==> src/verilog/pif_cfg.svh <==
// Constants for the peripheral interrupt flag register block
//
// Overview of operation
// - Each peripheral source has its own pending flag that can be read and cleared alone.
// - A flag is set by its event regardless of any enable bit, the global one included.
// - The flag register sits at offset 0x0c, bits 7..0 parallel, conv, rx, tx, sync, ccp, t2, t1.
// - All flags reset to zero; bits 5 and 4 are read-only, the other six read/write.
// - Bit 7 sets on a completed parallel port access and only software clears it.
// - Bit 4 is set when the transmit buffer empties and cleared by loading transmit data.
// - Bit 0 sets on timer1 overflow and stays set until software clears it.
`ifndef PIF_CFG_SVH
`define PIF_CFG_SVH

// Register byte offsets
`define PIF_OFS_FLAGS    8'h0c
`define PIF_OFS_MASK     8'h10
`define PIF_OFS_STATUS   8'h14
`define PIF_OFS_RX_DATA  8'h18
`define PIF_OFS_TX_DATA  8'h1c

// Flag bit positions
`define PIF_BIT_PARALLEL 7
`define PIF_BIT_CONV     6
`define PIF_BIT_RX_FULL  5
`define PIF_BIT_TX_EMPTY 4
`define PIF_BIT_SYNC     3
`define PIF_BIT_CCP      2
`define PIF_BIT_TIMER2   1
`define PIF_BIT_TIMER1   0

// Reset values and access masks
`define PIF_FLAGS_RESET  8'h00
`define PIF_FLAGS_RW     8'hcf
`define PIF_MASK_RESET   8'h00

// Bus responses
`define PIF_RESP_OKAY    2'h0
`define PIF_RESP_SLVERR  2'h2

`endif

==> src/verilog/pif_pkg.sv <==
// Types shared by the peripheral interrupt flag block
`default_nettype none
package pif_pkg;

  // Register selected by a bus address
  typedef enum logic [2:0] {
    PIF_SEL_NONE,
    PIF_SEL_FLAGS,
    PIF_SEL_MASK,
    PIF_SEL_STATUS,
    PIF_SEL_RX_DATA,
    PIF_SEL_TX_DATA
  } pif_sel_t;

  // Bus slave state
  typedef struct packed {
    logic        aw_held;
    logic [7:0]  aw_addr;
    logic        w_held;
    logic [31:0] w_data;
    logic [3:0]  w_strb;
    logic        bvalid;
    logic [1:0]  bresp;
    logic        rvalid;
    logic [1:0]  rresp;
    logic [31:0] rdata;
  } pif_bus_t;

  // Flag block state
  typedef struct packed {
    logic [7:0] flags;
    logic [7:0] status;
    logic [7:0] mask;
    logic [7:0] rx_data;
    logic [7:0] tx_data;
    logic       tx_load;
  } pif_core_t;

endpackage
`default_nettype wire

==> src/verilog/pif_axil_slave.sv <==
// AXI4-Lite slave front end turning bus transfers into one-cycle register requests
`include "pif_cfg.svh"
`default_nettype none
module pif_axil_slave (
  input  wire logic        aclk,
  input  wire logic        aresetn,
  input  wire logic [7:0]  awaddr,
  input  wire logic        awvalid,
  output logic             awready,
  input  wire logic [31:0] wdata,
  input  wire logic [3:0]  wstrb,
  input  wire logic        wvalid,
  output logic             wready,
  output logic [1:0]       bresp,
  output logic             bvalid,
  input  wire logic        bready,
  input  wire logic [7:0]  araddr,
  input  wire logic        arvalid,
  output logic             arready,
  output logic [31:0]      rdata,
  output logic [1:0]       rresp,
  output logic             rvalid,
  input  wire logic        rready,
  output logic             wr_req,
  output logic [7:0]       wr_addr,
  output logic [31:0]      wr_data,
  output logic [3:0]       wr_strb,
  input  wire logic        wr_ok,
  output logic             rd_req,
  output logic [7:0]       rd_addr,
  input  wire logic [31:0] rd_data,
  input  wire logic        rd_ok
);

  pif_pkg::pif_bus_t bus_reg;
  pif_pkg::pif_bus_t bus_next;

  // Handshakes and requests are plain gates; kept out of the state process so the
  // register side can answer in the same cycle without a false loop through it
  assign awready = !bus_reg.aw_held && !bus_reg.bvalid;
  assign wready  = !bus_reg.w_held && !bus_reg.bvalid;
  assign arready = !bus_reg.rvalid;
  assign wr_addr = bus_reg.aw_held ? bus_reg.aw_addr : awaddr;
  assign wr_data = bus_reg.w_held ? bus_reg.w_data : wdata;
  assign wr_strb = bus_reg.w_held ? bus_reg.w_strb : wstrb;
  assign wr_req  = (bus_reg.aw_held || awvalid) && (bus_reg.w_held || wvalid) && !bus_reg.bvalid;
  assign rd_req  = arvalid && arready;
  assign rd_addr = araddr;

  // Address and data may arrive in either order; each is parked until both are here
  always_comb begin
    bus_next = bus_reg;
    if (awvalid && awready) begin
      bus_next.aw_held = 1'b1;
      bus_next.aw_addr = awaddr;
    end
    if (wvalid && wready) begin
      bus_next.w_held = 1'b1;
      bus_next.w_data = wdata;
      bus_next.w_strb = wstrb;
    end
    if (bus_reg.bvalid && bready) begin
      bus_next.bvalid = 1'b0;
    end
    // Write happens in the cycle the second half arrives; answer next cycle
    if (wr_req) begin
      bus_next.aw_held = 1'b0;
      bus_next.w_held  = 1'b0;
      bus_next.bvalid  = 1'b1;
      bus_next.bresp   = wr_ok ? `PIF_RESP_OKAY : `PIF_RESP_SLVERR;
    end
    if (bus_reg.rvalid && rready) begin
      bus_next.rvalid = 1'b0;
    end
    // Read data is captured at the handshake so read side effects fire once
    if (rd_req) begin
      bus_next.rvalid = 1'b1;
      bus_next.rdata  = rd_data;
      bus_next.rresp  = rd_ok ? `PIF_RESP_OKAY : `PIF_RESP_SLVERR;
    end
  end

  // State register
  always_ff @(posedge aclk) begin
    if (!aresetn) begin
      bus_reg <= '0;
    end else begin
      bus_reg <= bus_next;
    end
  end

  // Outputs straight from flip-flops
  assign bvalid = bus_reg.bvalid;
  assign bresp  = bus_reg.bresp;
  assign rvalid = bus_reg.rvalid;
  assign rresp  = bus_reg.rresp;
  assign rdata  = bus_reg.rdata;

endmodule
`default_nettype wire

==> src/verilog/pif_flags.sv <==
// Peripheral interrupt flag register with event status, mask and serial data registers
`include "pif_cfg.svh"
`default_nettype none
module pif_flags (
  input  wire logic        aclk,
  input  wire logic        aresetn,
  input  wire logic [7:0]  awaddr,
  input  wire logic        awvalid,
  output logic             awready,
  input  wire logic [31:0] wdata,
  input  wire logic [3:0]  wstrb,
  input  wire logic        wvalid,
  output logic             wready,
  output logic [1:0]       bresp,
  output logic             bvalid,
  input  wire logic        bready,
  input  wire logic [7:0]  araddr,
  input  wire logic        arvalid,
  output logic             arready,
  output logic [31:0]      rdata,
  output logic [1:0]       rresp,
  output logic             rvalid,
  input  wire logic        rready,
  input  wire logic        parallel_access_done,
  input  wire logic        conversion_done,
  input  wire logic        sync_serial_event,
  input  wire logic        capture_compare_event,
  input  wire logic        timer2_match,
  input  wire logic        timer1_overflow,
  input  wire logic        rx_byte_valid,
  input  wire logic [7:0]  rx_byte,
  input  wire logic        tx_byte_taken,
  output logic [7:0]       tx_byte,
  output logic             tx_load,
  output logic [7:0]       peripheral_irq_flags,
  output logic             irq
);

  ////////////////////////////////////////////////////////////////////////////////
  // Bus front end

  logic        wr_req;
  logic [7:0]  wr_addr;
  logic [31:0] wr_data;
  logic [3:0]  wr_strb;
  logic        wr_ok;
  logic        rd_req;
  logic [7:0]  rd_addr;
  logic [31:0] rd_data;
  logic        rd_ok;

  pif_axil_slave u_bus (
    .aclk    (aclk),
    .aresetn (aresetn),
    .awaddr  (awaddr),
    .awvalid (awvalid),
    .awready (awready),
    .wdata   (wdata),
    .wstrb   (wstrb),
    .wvalid  (wvalid),
    .wready  (wready),
    .bresp   (bresp),
    .bvalid  (bvalid),
    .bready  (bready),
    .araddr  (araddr),
    .arvalid (arvalid),
    .arready (arready),
    .rdata   (rdata),
    .rresp   (rresp),
    .rvalid  (rvalid),
    .rready  (rready),
    .wr_req  (wr_req),
    .wr_addr (wr_addr),
    .wr_data (wr_data),
    .wr_strb (wr_strb),
    .wr_ok   (wr_ok),
    .rd_req  (rd_req),
    .rd_addr (rd_addr),
    .rd_data (rd_data),
    .rd_ok   (rd_ok)
  );

  // Address decode shared by reads and writes
  function automatic pif_pkg::pif_sel_t decode(input logic [7:0] addr);
    case (addr)
      `PIF_OFS_FLAGS:   decode = pif_pkg::PIF_SEL_FLAGS;
      `PIF_OFS_MASK:    decode = pif_pkg::PIF_SEL_MASK;
      `PIF_OFS_STATUS:  decode = pif_pkg::PIF_SEL_STATUS;
      `PIF_OFS_RX_DATA: decode = pif_pkg::PIF_SEL_RX_DATA;
      `PIF_OFS_TX_DATA: decode = pif_pkg::PIF_SEL_TX_DATA;
      default:          decode = pif_pkg::PIF_SEL_NONE;
    endcase
  endfunction

  ////////////////////////////////////////////////////////////////////////////////
  // Flag logic

  pif_pkg::pif_core_t core_reg;
  pif_pkg::pif_core_t core_next;
  pif_pkg::pif_sel_t  wr_sel;
  pif_pkg::pif_sel_t  rd_sel;
  logic [7:0]         set_vec;
  logic               wr_lane0;

  // One set line per source, no enable gating anywhere
  assign set_vec = {parallel_access_done, conversion_done, rx_byte_valid, tx_byte_taken,
                    sync_serial_event, capture_compare_event, timer2_match, timer1_overflow};

  assign wr_sel   = decode(wr_addr);
  assign rd_sel   = decode(rd_addr);
  assign wr_lane0 = wr_req && wr_strb[0];
  assign wr_ok    = wr_sel != pif_pkg::PIF_SEL_NONE;
  assign rd_ok    = rd_sel != pif_pkg::PIF_SEL_NONE;

  // Read mux, upper bits read as zero
  always_comb begin
    case (rd_sel)
      pif_pkg::PIF_SEL_FLAGS:   rd_data = {24'h000000, core_reg.flags};
      pif_pkg::PIF_SEL_MASK:    rd_data = {24'h000000, core_reg.mask};
      pif_pkg::PIF_SEL_STATUS:  rd_data = {24'h000000, core_reg.status};
      pif_pkg::PIF_SEL_RX_DATA: rd_data = {24'h000000, core_reg.rx_data};
      pif_pkg::PIF_SEL_TX_DATA: rd_data = {24'h000000, core_reg.tx_data};
      default:                  rd_data = 32'h00000000;
    endcase
  end

  // Clears first, then sets, so an event in a clearing cycle is never lost
  always_comb begin
    core_next         = core_reg;
    core_next.tx_load = 1'b0;
    if (wr_lane0 && wr_sel == pif_pkg::PIF_SEL_FLAGS) begin
      // Receive and transmit bits follow the serial buffers, not software
      core_next.flags = (wr_data[7:0] & `PIF_FLAGS_RW) | (core_reg.flags & ~`PIF_FLAGS_RW);
    end
    if (wr_lane0 && wr_sel == pif_pkg::PIF_SEL_MASK) begin
      core_next.mask = wr_data[7:0];
    end
    if (wr_lane0 && wr_sel == pif_pkg::PIF_SEL_TX_DATA) begin
      core_next.tx_data                  = wr_data[7:0];
      core_next.tx_load                  = 1'b1;
      core_next.flags[`PIF_BIT_TX_EMPTY] = 1'b0;
    end
    if (rd_req && rd_sel == pif_pkg::PIF_SEL_RX_DATA) begin
      core_next.flags[`PIF_BIT_RX_FULL] = 1'b0;
    end
    if (rd_req && rd_sel == pif_pkg::PIF_SEL_STATUS) begin
      core_next.status = 8'h00;
    end
    if (rx_byte_valid) begin
      core_next.rx_data = rx_byte;
    end
    // Parallel, timer1 and the rest stay set until software clears
    core_next.flags  = core_next.flags | set_vec;
    core_next.status = core_next.status | set_vec;
  end

  // State register, all flags zero after reset
  always_ff @(posedge aclk) begin
    if (!aresetn) begin
      core_reg       <= '0;
      core_reg.flags <= `PIF_FLAGS_RESET;
      core_reg.mask  <= `PIF_MASK_RESET;
    end else begin
      core_reg <= core_next;
    end
  end

  // Outputs
  assign peripheral_irq_flags = core_reg.flags;
  assign tx_byte              = core_reg.tx_data;
  assign tx_load              = core_reg.tx_load;
  assign irq                  = |(core_reg.status & core_reg.mask);

  ////////////////////////////////////////////////////////////////////////////////
  // Checks

  logic wr_flags;
  logic rd_rx;
  assign wr_flags = wr_lane0 && wr_sel == pif_pkg::PIF_SEL_FLAGS;
  assign rd_rx    = rd_req && rd_sel == pif_pkg::PIF_SEL_RX_DATA;

  property p_set_any;
    @(posedge aclk) disable iff (!aresetn)
      (set_vec != 8'h00) |=> ((core_reg.flags & $past(set_vec)) == $past(set_vec));
  endproperty
  a_set_any: assert property (p_set_any) else $error("event did not set its flag");

  property p_quiet_stable;
    @(posedge aclk) disable iff (!aresetn)
      (set_vec == 8'h00 && !wr_req && !rd_req) |=> $stable(core_reg.flags);
  endproperty
  a_quiet_stable: assert property (p_quiet_stable) else $error("flag moved without cause");

  property p_read_flags;
    @(posedge aclk) disable iff (!aresetn)
      (rd_req && rd_addr == `PIF_OFS_FLAGS) |=> (rvalid && rdata == {24'h000000, $past(core_reg.flags)});
  endproperty
  a_read_flags: assert property (p_read_flags) else $error("flag read mismatch");

  property p_ro_bits;
    @(posedge aclk) disable iff (!aresetn)
      (wr_flags && !rx_byte_valid && !tx_byte_taken && !rd_rx)
        |=> core_reg.flags[5:4] == $past(core_reg.flags[5:4]);
  endproperty
  a_ro_bits: assert property (p_ro_bits) else $error("software changed read-only bits");

  property p_parallel_hold;
    @(posedge aclk) disable iff (!aresetn)
      $fell(core_reg.flags[`PIF_BIT_PARALLEL]) |-> $past(wr_flags);
  endproperty
  a_parallel_hold: assert property (p_parallel_hold) else $error("parallel flag self-cleared");

  property p_tx_clear;
    @(posedge aclk) disable iff (!aresetn)
      (wr_lane0 && wr_sel == pif_pkg::PIF_SEL_TX_DATA && !tx_byte_taken)
        |=> (!core_reg.flags[`PIF_BIT_TX_EMPTY] && tx_load) ##1 !tx_load;
  endproperty
  a_tx_clear: assert property (p_tx_clear) else $error("transmit load did not clear flag");

  property p_rx_clear;
    @(posedge aclk) disable iff (!aresetn)
      (rd_rx && !rx_byte_valid) |=> !core_reg.flags[`PIF_BIT_RX_FULL];
  endproperty
  a_rx_clear: assert property (p_rx_clear) else $error("receive read did not clear flag");

  property p_timer1_hold;
    @(posedge aclk) disable iff (!aresetn)
      timer1_overflow ##1 (!wr_flags [*3]) |=> core_reg.flags[`PIF_BIT_TIMER1];
  endproperty
  a_timer1_hold: assert property (p_timer1_hold) else $error("timer1 flag lost");

  property p_irq_follow;
    @(posedge aclk) disable iff (!aresetn)
      (set_vec != 8'h00 && (set_vec & core_reg.mask) != 8'h00 && !wr_req) |=> irq;
  endproperty
  a_irq_follow: assert property (p_irq_follow) else $error("unmasked event raised no interrupt");

  c_parallel: cover property (@(posedge aclk) disable iff (!aresetn)
    parallel_access_done ##[1:20] wr_flags);
  c_serial: cover property (@(posedge aclk) disable iff (!aresetn) tx_load ##[1:50] tx_byte_taken);
  c_irq: cover property (@(posedge aclk) disable iff (!aresetn) $rose(irq));

endmodule
`default_nettype wire

==> config.mk <==
export PLATFORM = sky130hd
export DESIGN_NAME = pif_flags
export DESIGN_NICKNAME = d
export VERILOG_FILES = /design/src/verilog/pif_pkg.sv /design/src/verilog/pif_axil_slave.sv /design/src/verilog/pif_flags.sv
export VERILOG_INCLUDE_DIRS = /design/src /design/src/verilog
export SDC_FILE = /design/constraint.sdc
export NUM_CORES = 1
export LEC_CHECK = 0
export BUFFER_PORTS_ARGS = -buffer_cell sky130_fd_sc_hd__buf_2
export CAP_MARGIN = 30
export CORE_MARGIN = 4
export CORE_UTILIZATION = 30
export DETAILED_ROUTE_END_ITERATION = 8
export GPL_TIMING_DRIVEN = 0
export PLACE_DENSITY = 0.6
export SETUP_SLACK_MARGIN = 0.05
export SLEW_MARGIN = 30
export SYNTH_ARGS = -nofsm -noshare
export SYNTH_HDL_FRONTEND = slang
export SYNTH_SLANG_ARGS = --single-unit
==> constraint.sdc <==
create_clock -name aclk -period 2.75 [get_ports aclk]
set_clock_uncertainty 0.2 [all_clocks]
set_input_delay 0.4125 -clock aclk [delete_from_list [all_inputs] [get_ports aclk]]
set_output_delay 0.4125 -clock aclk [all_outputs]
set_load 0.02 [all_outputs]
Word-level counts from Yosys, hierarchy flattened
Cells that the tools add are included.
- bits in registers: 98
- bits of input ports: 75
- output and inout bits: 59
- word-level logic and storage cells: 83
- equal/unequal tests: 18
- mux-type cells: 17
- bitwise operators: 5
- reductions and logical operators: 27
- operators with widths (operator ; number):
    8-bit by 5-bit equality test with 1-bit output (second input constant) ; 8
    8-bit case mux with 5 select lines ; 1
    35-bit two-way mux ; 1
    8-bit two-way mux ; 4
    3-bit case mux with 5 select lines ; 2
    8-bit by 4-bit equality test with 1-bit output (second input constant) ; 2
    8-bit OR ; 2
    1-bit logical AND ; 15
    3-bit by 2-bit equality test with 1-bit output (second input constant) ; 3
    3-bit equality test (second input constant) ; 3
    8-bit bitwise AND ; 1
    8-bit by 6-bit OR with 8-bit output ; 1
    8-bit OR reduction ; 1
    3-bit by 1-bit equality test with 1-bit output (second input constant) ; 2
    1-bit two-way mux ; 6
    3-bit nonzero test ; 2
    1-bit zero test ; 4
    2-bit two-way mux ; 2
    2-bit nonzero test ; 2
    3-bit two-way mux ; 1
    1-bit logical OR ; 2
    2-bit OR reduction ; 1
    1-bit NOT ; 1

Logic depth before layout (Yosys ltp)
- word-level depth: 8
- depth in mapped cells: 8
- gate-level depth less buffers: 5

Cells and area by module
From an unflattened synthesis, not the netlist that was laid out.
- cell total of the unflattened synthesis: 684
- area, all modules: 6142.1 um2
- by module, submodules not included (module ; times used ; cells each ; area each (um2)):
    pif_axil_slave ; 1 ; 442 ; 3963.8
    pif_flags ; 1 ; 242 ; 2178.3

Worst setup path after synthesis
OpenSTA, ideal clock, no wires.
- kind: input -> register
- from: input port araddr[5]
- to: register core_reg[26] (netlist name)
- library setup time: 0.128 ns
- arrival: 1.565 ns
- required time: 2.422 ns
- setup slack: 0.858 ns
- stages on the path: 5
- path buffers: 0
- cell sequence: or4_4 nor3b_4 nand4b_4 a21oi_1 nor2_1
- cells in the longest elaborated chain, start to end: 6
- ends and longest elaborated chain (element ; RTL line ; source):
    start: declaration ; pif_flags.sv:17 ; input wire logic [7:0] araddr,
    8-bit by 5-bit equality test with 1-bit output / 8-bit by 4-bit equality test with 1-bit output (equally long branches) ; pif_flags.sv:85 ; case (addr)
    3-bit case mux with 5 select lines (*) ; pif_flags.sv:85 ;
    3-bit by 2-bit equality test with 1-bit output (*) ; pif_flags.sv:146 ; if (rd_req && rd_sel == pif_pkg::PIF_SEL_STATUS) begin
    1-bit logical AND (*) ; pif_flags.sv:146 ;
    8-bit two-way mux (*) ; pif_flags.sv:146 ;
    8-bit OR (*) ; pif_flags.sv:154 ; core_next.status = core_next.status | set_vec;
    end signal: assignment ; pif_flags.sv:164 ; core_reg <= core_next;
    end: declaration ; pif_flags.sv:98 ; pif_pkg::pif_core_t core_reg;
Mark *: on every way between the ends. The rest lies on a longest branch, timed or not.
A chain may end at the register's enable or synchronous reset.

Worst setup path after layout
- from: register u_bus.bus_reg[83] (netlist name)
- to: register core_reg (netlist bit tx_byte[7])
- cells in the longest elaborated chain, start to end: 5
- ends and longest elaborated chain (element ; RTL line ; source):
    start: declaration ; pif_axil_slave.sv:35 ; pif_pkg::pif_bus_t bus_reg;
    start signal: assignment ; pif_axil_slave.sv:88 ; bus_reg <= bus_next;
    8-bit two-way mux / 1-bit logical OR (equally long branches) ; pif_axil_slave.sv:43, pif_axil_slave.sv:46 ;
    8-bit by 5-bit equality test with 1-bit output, or another cell as far along ; pif_flags.sv:85 ;
    3-bit case mux with 5 select lines / 1-bit logical AND (equally long branches) ; pif_flags.sv:85, pif_axil_slave.sv:46 ;
    3-bit equality test / 1-bit logical AND (equally long branches) ; pif_flags.sv:138, pif_flags.sv:111 ;
    1-bit logical AND (*) ; pif_flags.sv:138 ; if (wr_lane0 && wr_sel == pif_pkg::PIF_SEL_TX_DATA) begin
Marks and branches as above.

==> impl_metrics.sql <==
INSERT INTO impl_metrics (metric_group, metric, value, unit) VALUES
('power_and_ir_drop', 'vdd.ir_drop.worst', '0.330', 'mV'),
('final_layout', 'final_core_utilization', '39.4', '%'),
('timing', 'number_of_max_slew_violations_in_the_final_report', '0', ''),
('clocking', 'ctsHoldBuffers', '0', ''),
('critical_path', 'path_cells', 'buf_4, nor4_1, o22a_2, nand4_2, buf_2, nand3_1, o21ai_0', ''),
('clocking', 'worst_setup_hold_path_clk_slew', '0.06', 'ns'),
('power_and_ir_drop', 'p_leak', '0.00218', 'uW'),
('floorplanning', 'chipWidth', '118', 'um'),
('critical_path', 'worstPathMaxFanout', '10', ''),
('route', 'routed-via-count', '3108', ''),
('critical_path', 'max_stage_delay', '0.29', 'ns'),
('clocking', 'ctsRootBufferMaster', 'clkbuf_16', ''),
('synth', 'ys.warnings.count', '0', ''),
('place', 'dp_worst_setup_slack', '0.582', 'ns'),
('critical_path', 'worstSetupStartpointType', 'flop', ''),
('synth', 'synth_seq_cells', '72', ''),
('final_layout', 'largest_register_ffs', '24', ''),
('power_and_ir_drop', 'clock_power_share', '43.2', '%'),
('critical_path', 'data_arrival_at_the_endpoint_of_the_critical_path', '2.03', 'ns'),
('synth', 'post_synth_num_cell_types', '45', ''),
('power_and_ir_drop', 'net-switching-power', '727', 'uW'),
('global_routing', 'number_of_antenna_violations_at_the_first_check_in_global_routing', '0', ''),
('clocking', 'max-clock-path-buffers', '2', ''),
('timing', 'final-setup-viol-count', '0', ''),
('final_layout', 'layout.cells.most_common_list', '85 x buf_2, 72 x dfxtp_1, 54 x buf_4, 49 x nand2_1, 41 x a21oi_1', ''),
('final_layout', 'layout.cells.most_common', 'buf_2', ''),
('synth', 'mappedNetlistArea', '3610', 'sq um'),
('route', 'route.detailed.drc', '0', ''),
('route', 'vias_per_cell', '4.56', ''),
('clocking', 'cts.repair.resized', '0', ''),
('run', 'max_cap_violations', '0', ''),
('synth', 'synthesis.area_per_instance', '8.62', 'sq um'),
('timing', 'finalWorstPathRequiredPeriod', '2.01', 'ns'),
('final_layout', 'final_layout_size_suffix_gt1_share', '34.4', '%'),
('synth', 'synth-edff-count', '0', ''),
('clocking', 'setup_bufs_post_cts', '0', ''),
('power_and_ir_drop', 'switching_share', '26.6', '%'),
('route', 'detailedRoute.firstIterationViolations', '203', ''),
('route', 'finalWirelength', '9.72', 'mm'),
('floorplanning', 'core_footprint', '11600', 'sq um'),
('clocking', 'number_of_buffers_inserted_during_clock_tree_synthesis', '9', ''),
('critical_path', 'required', '2.77', 'ns'),
('outcome', 'status', 'completed', ''),
('floorplanning', 'design.die.area', '13900', 'sq um'),
('place', 'gp_routability_congestion', '0.833', ''),
('floorplanning', 'top_level_ports', '134', ''),
('place', 'dp_hpwl', '7.59', 'mm'),
('route', 'final_antenna_net_count', '0', ''),
('timing', 'hold_viol', '0', ''),
('final_layout', 'final_net_count', '608', ''),
('route', 'first_pass_iters', '4', ''),
('route', 'route.detailed.wl_per_inst', '14.3', 'um'),
('global_routing', 'global_route_wire_length_before_repair', '15.8', 'mm'),
('global_routing', 'grt_util_overall', '14.1', '%'),
('global_routing', 'grt_overflow', '0', ''),
('timing', 'final_min_period_over_clock_period', '73.0', '%'),
('global_routing', 'pin_count_of_the_biggest_net_entering_global_routing', '14', ''),
('timing', 'setup-tns-final', '0', 'ns'),
('place', 'placement.io_buffers', '78', ''),
('synth', 'fraction_of_registers_with_async_set_or_reset_after_synthesis', '0', '%'),
('floorplanning', 'row_count', '39', ''),
('power_and_ir_drop', 'seqPwrFrac', '41.6', '%'),
('timing', 'slew_headroom', '61.8', '%'),
('timing', 'final.setup.worst_slack', '0.743', 'ns'),
('floorplanning', 'effective_utilization_at_floorplan', '31.1', '%'),
('power_and_ir_drop', 'cell_internal_pwr', '2000', 'uW'),
('clocking', 'insertion_delay', '0.33', 'ns'),
('clocking', 'clock-sinks', '72', ''),
('synth', 'postSynth.topFlopCell', 'dfxtp_1', ''),
('critical_path', 'cpMaxStageDelayCell', 'dfxtp_1', ''),
('critical_path', 'cp_top_family', 'simple AND/OR/NAND/NOR gates', '');
power by group through the flow:
| stage | Sequential [uW] | Clock (uW) | Combinational (uW) |
|---|---|---|---|
| after global placement | 1160 | 0 | 409 |
| after detailed placement | 1160 | 0 | 416 |
| after CTS | 1140 | 1200 | 418 |
| after global routing | 1140 | 1240 | 460 |
| final | 1130 | 1180 | 417 |
| after floorplan | 1150 | 0 | 302 |
through the flow:
stage	instance area [sq um]	std cells	hold slack (ns)	total power [uW]
6_report	4580	681	0.0625	2730
5_1_grt	4580	681	0.0679	2850
4_1_cts	4580	681	0.0498	2760
3_5_place_dp	4270	665	0.246	1570
3_3_place_gp	4270	665	0.238	1560
2_1_floorplan	3700	444	0.226	1450
cell usage after synthesis (2+ instances only):
master	instances	area share, %
and2_1	2	0.35
a21oi_1	41	5.7
nand3_1	22	3.1
clkbuf_1	5	0.52
inv_1	8	0.83
dfxtp_1	72	40
o21ai_0	28	3.9
buf_4	54	11
clkbuf_8	3	1.1
nand4b_4	2	1.3
nor2b_1	2	0.35
mux2_2	12	3.7
nand2b_1	2	0.35
nor4_1	2	0.35
mux2i_1	24	6.7
buf_1	2	0.21
a22o_1	4	0.97
a211oi_1	3	0.62
nor2_1	39	4.1
a22oi_1	12	2.5
nand2_1	49	5.1
nand4b_1	2	0.49
buf_2	7	0.97
worst paths after layout:
path,depth (start not counted),slack (ns),to,from
worst min register to register,2,0.26,u_bus.bus_reg[42],u_bus.bus_reg[42]
worst max register to register,7,0.74,tx_byte[7],u_bus.bus_reg[83]
worst min-delay path,2,0.06,u_bus.rvalid,rready
worst max-delay path,7,0.74,tx_byte[7],u_bus.bus_reg[83]
worst reg2reg max path: stages (launching register included):
cell     delay [ns]
dfxtp_1        0.29
buf_4          0.15
nor4_1         0.23
o22a_2         0.29
nand4_2        0.26
buf_2          0.29
nand3_1        0.09
o21ai_0        0.08
cell type report:
class | instances | area [sq um]
Timing Repair Buffer | 78 | 390
Buffer | 72 | 519
Multi-Input combinational cell | 291 | 1710
Clock inverter | 6 | 66.3
Sequential cell | 72 | 1440
Clock buffer | 10 | 239
Inverter | 9 | 33.8
Tap cell | 143 | 179
Fill cell | 1209 | 7040
logic make-up after synthesis:
| logic type | after synthesis | synth area share [%] |
|---|---|---|
| DFF | 72 | 39.9 |
| AOI/OAI and AO/OA | 94 | 15.0 |
| other | 1 | 0.104 |
| buffers and inverters | 81 | 15.3 |
| and+or+nand+nor | 135 | 19.3 |
| muxes | 36 | 10.4 |
per-layer routing:
metal  track usage, %  part of all wire [%]
met3             4.47                   6.7
met5                0                     0
met2             23.4                    47
met1             17.6                    45
met4             4.10                   1.1
Power figures use the tool's default switching activity.
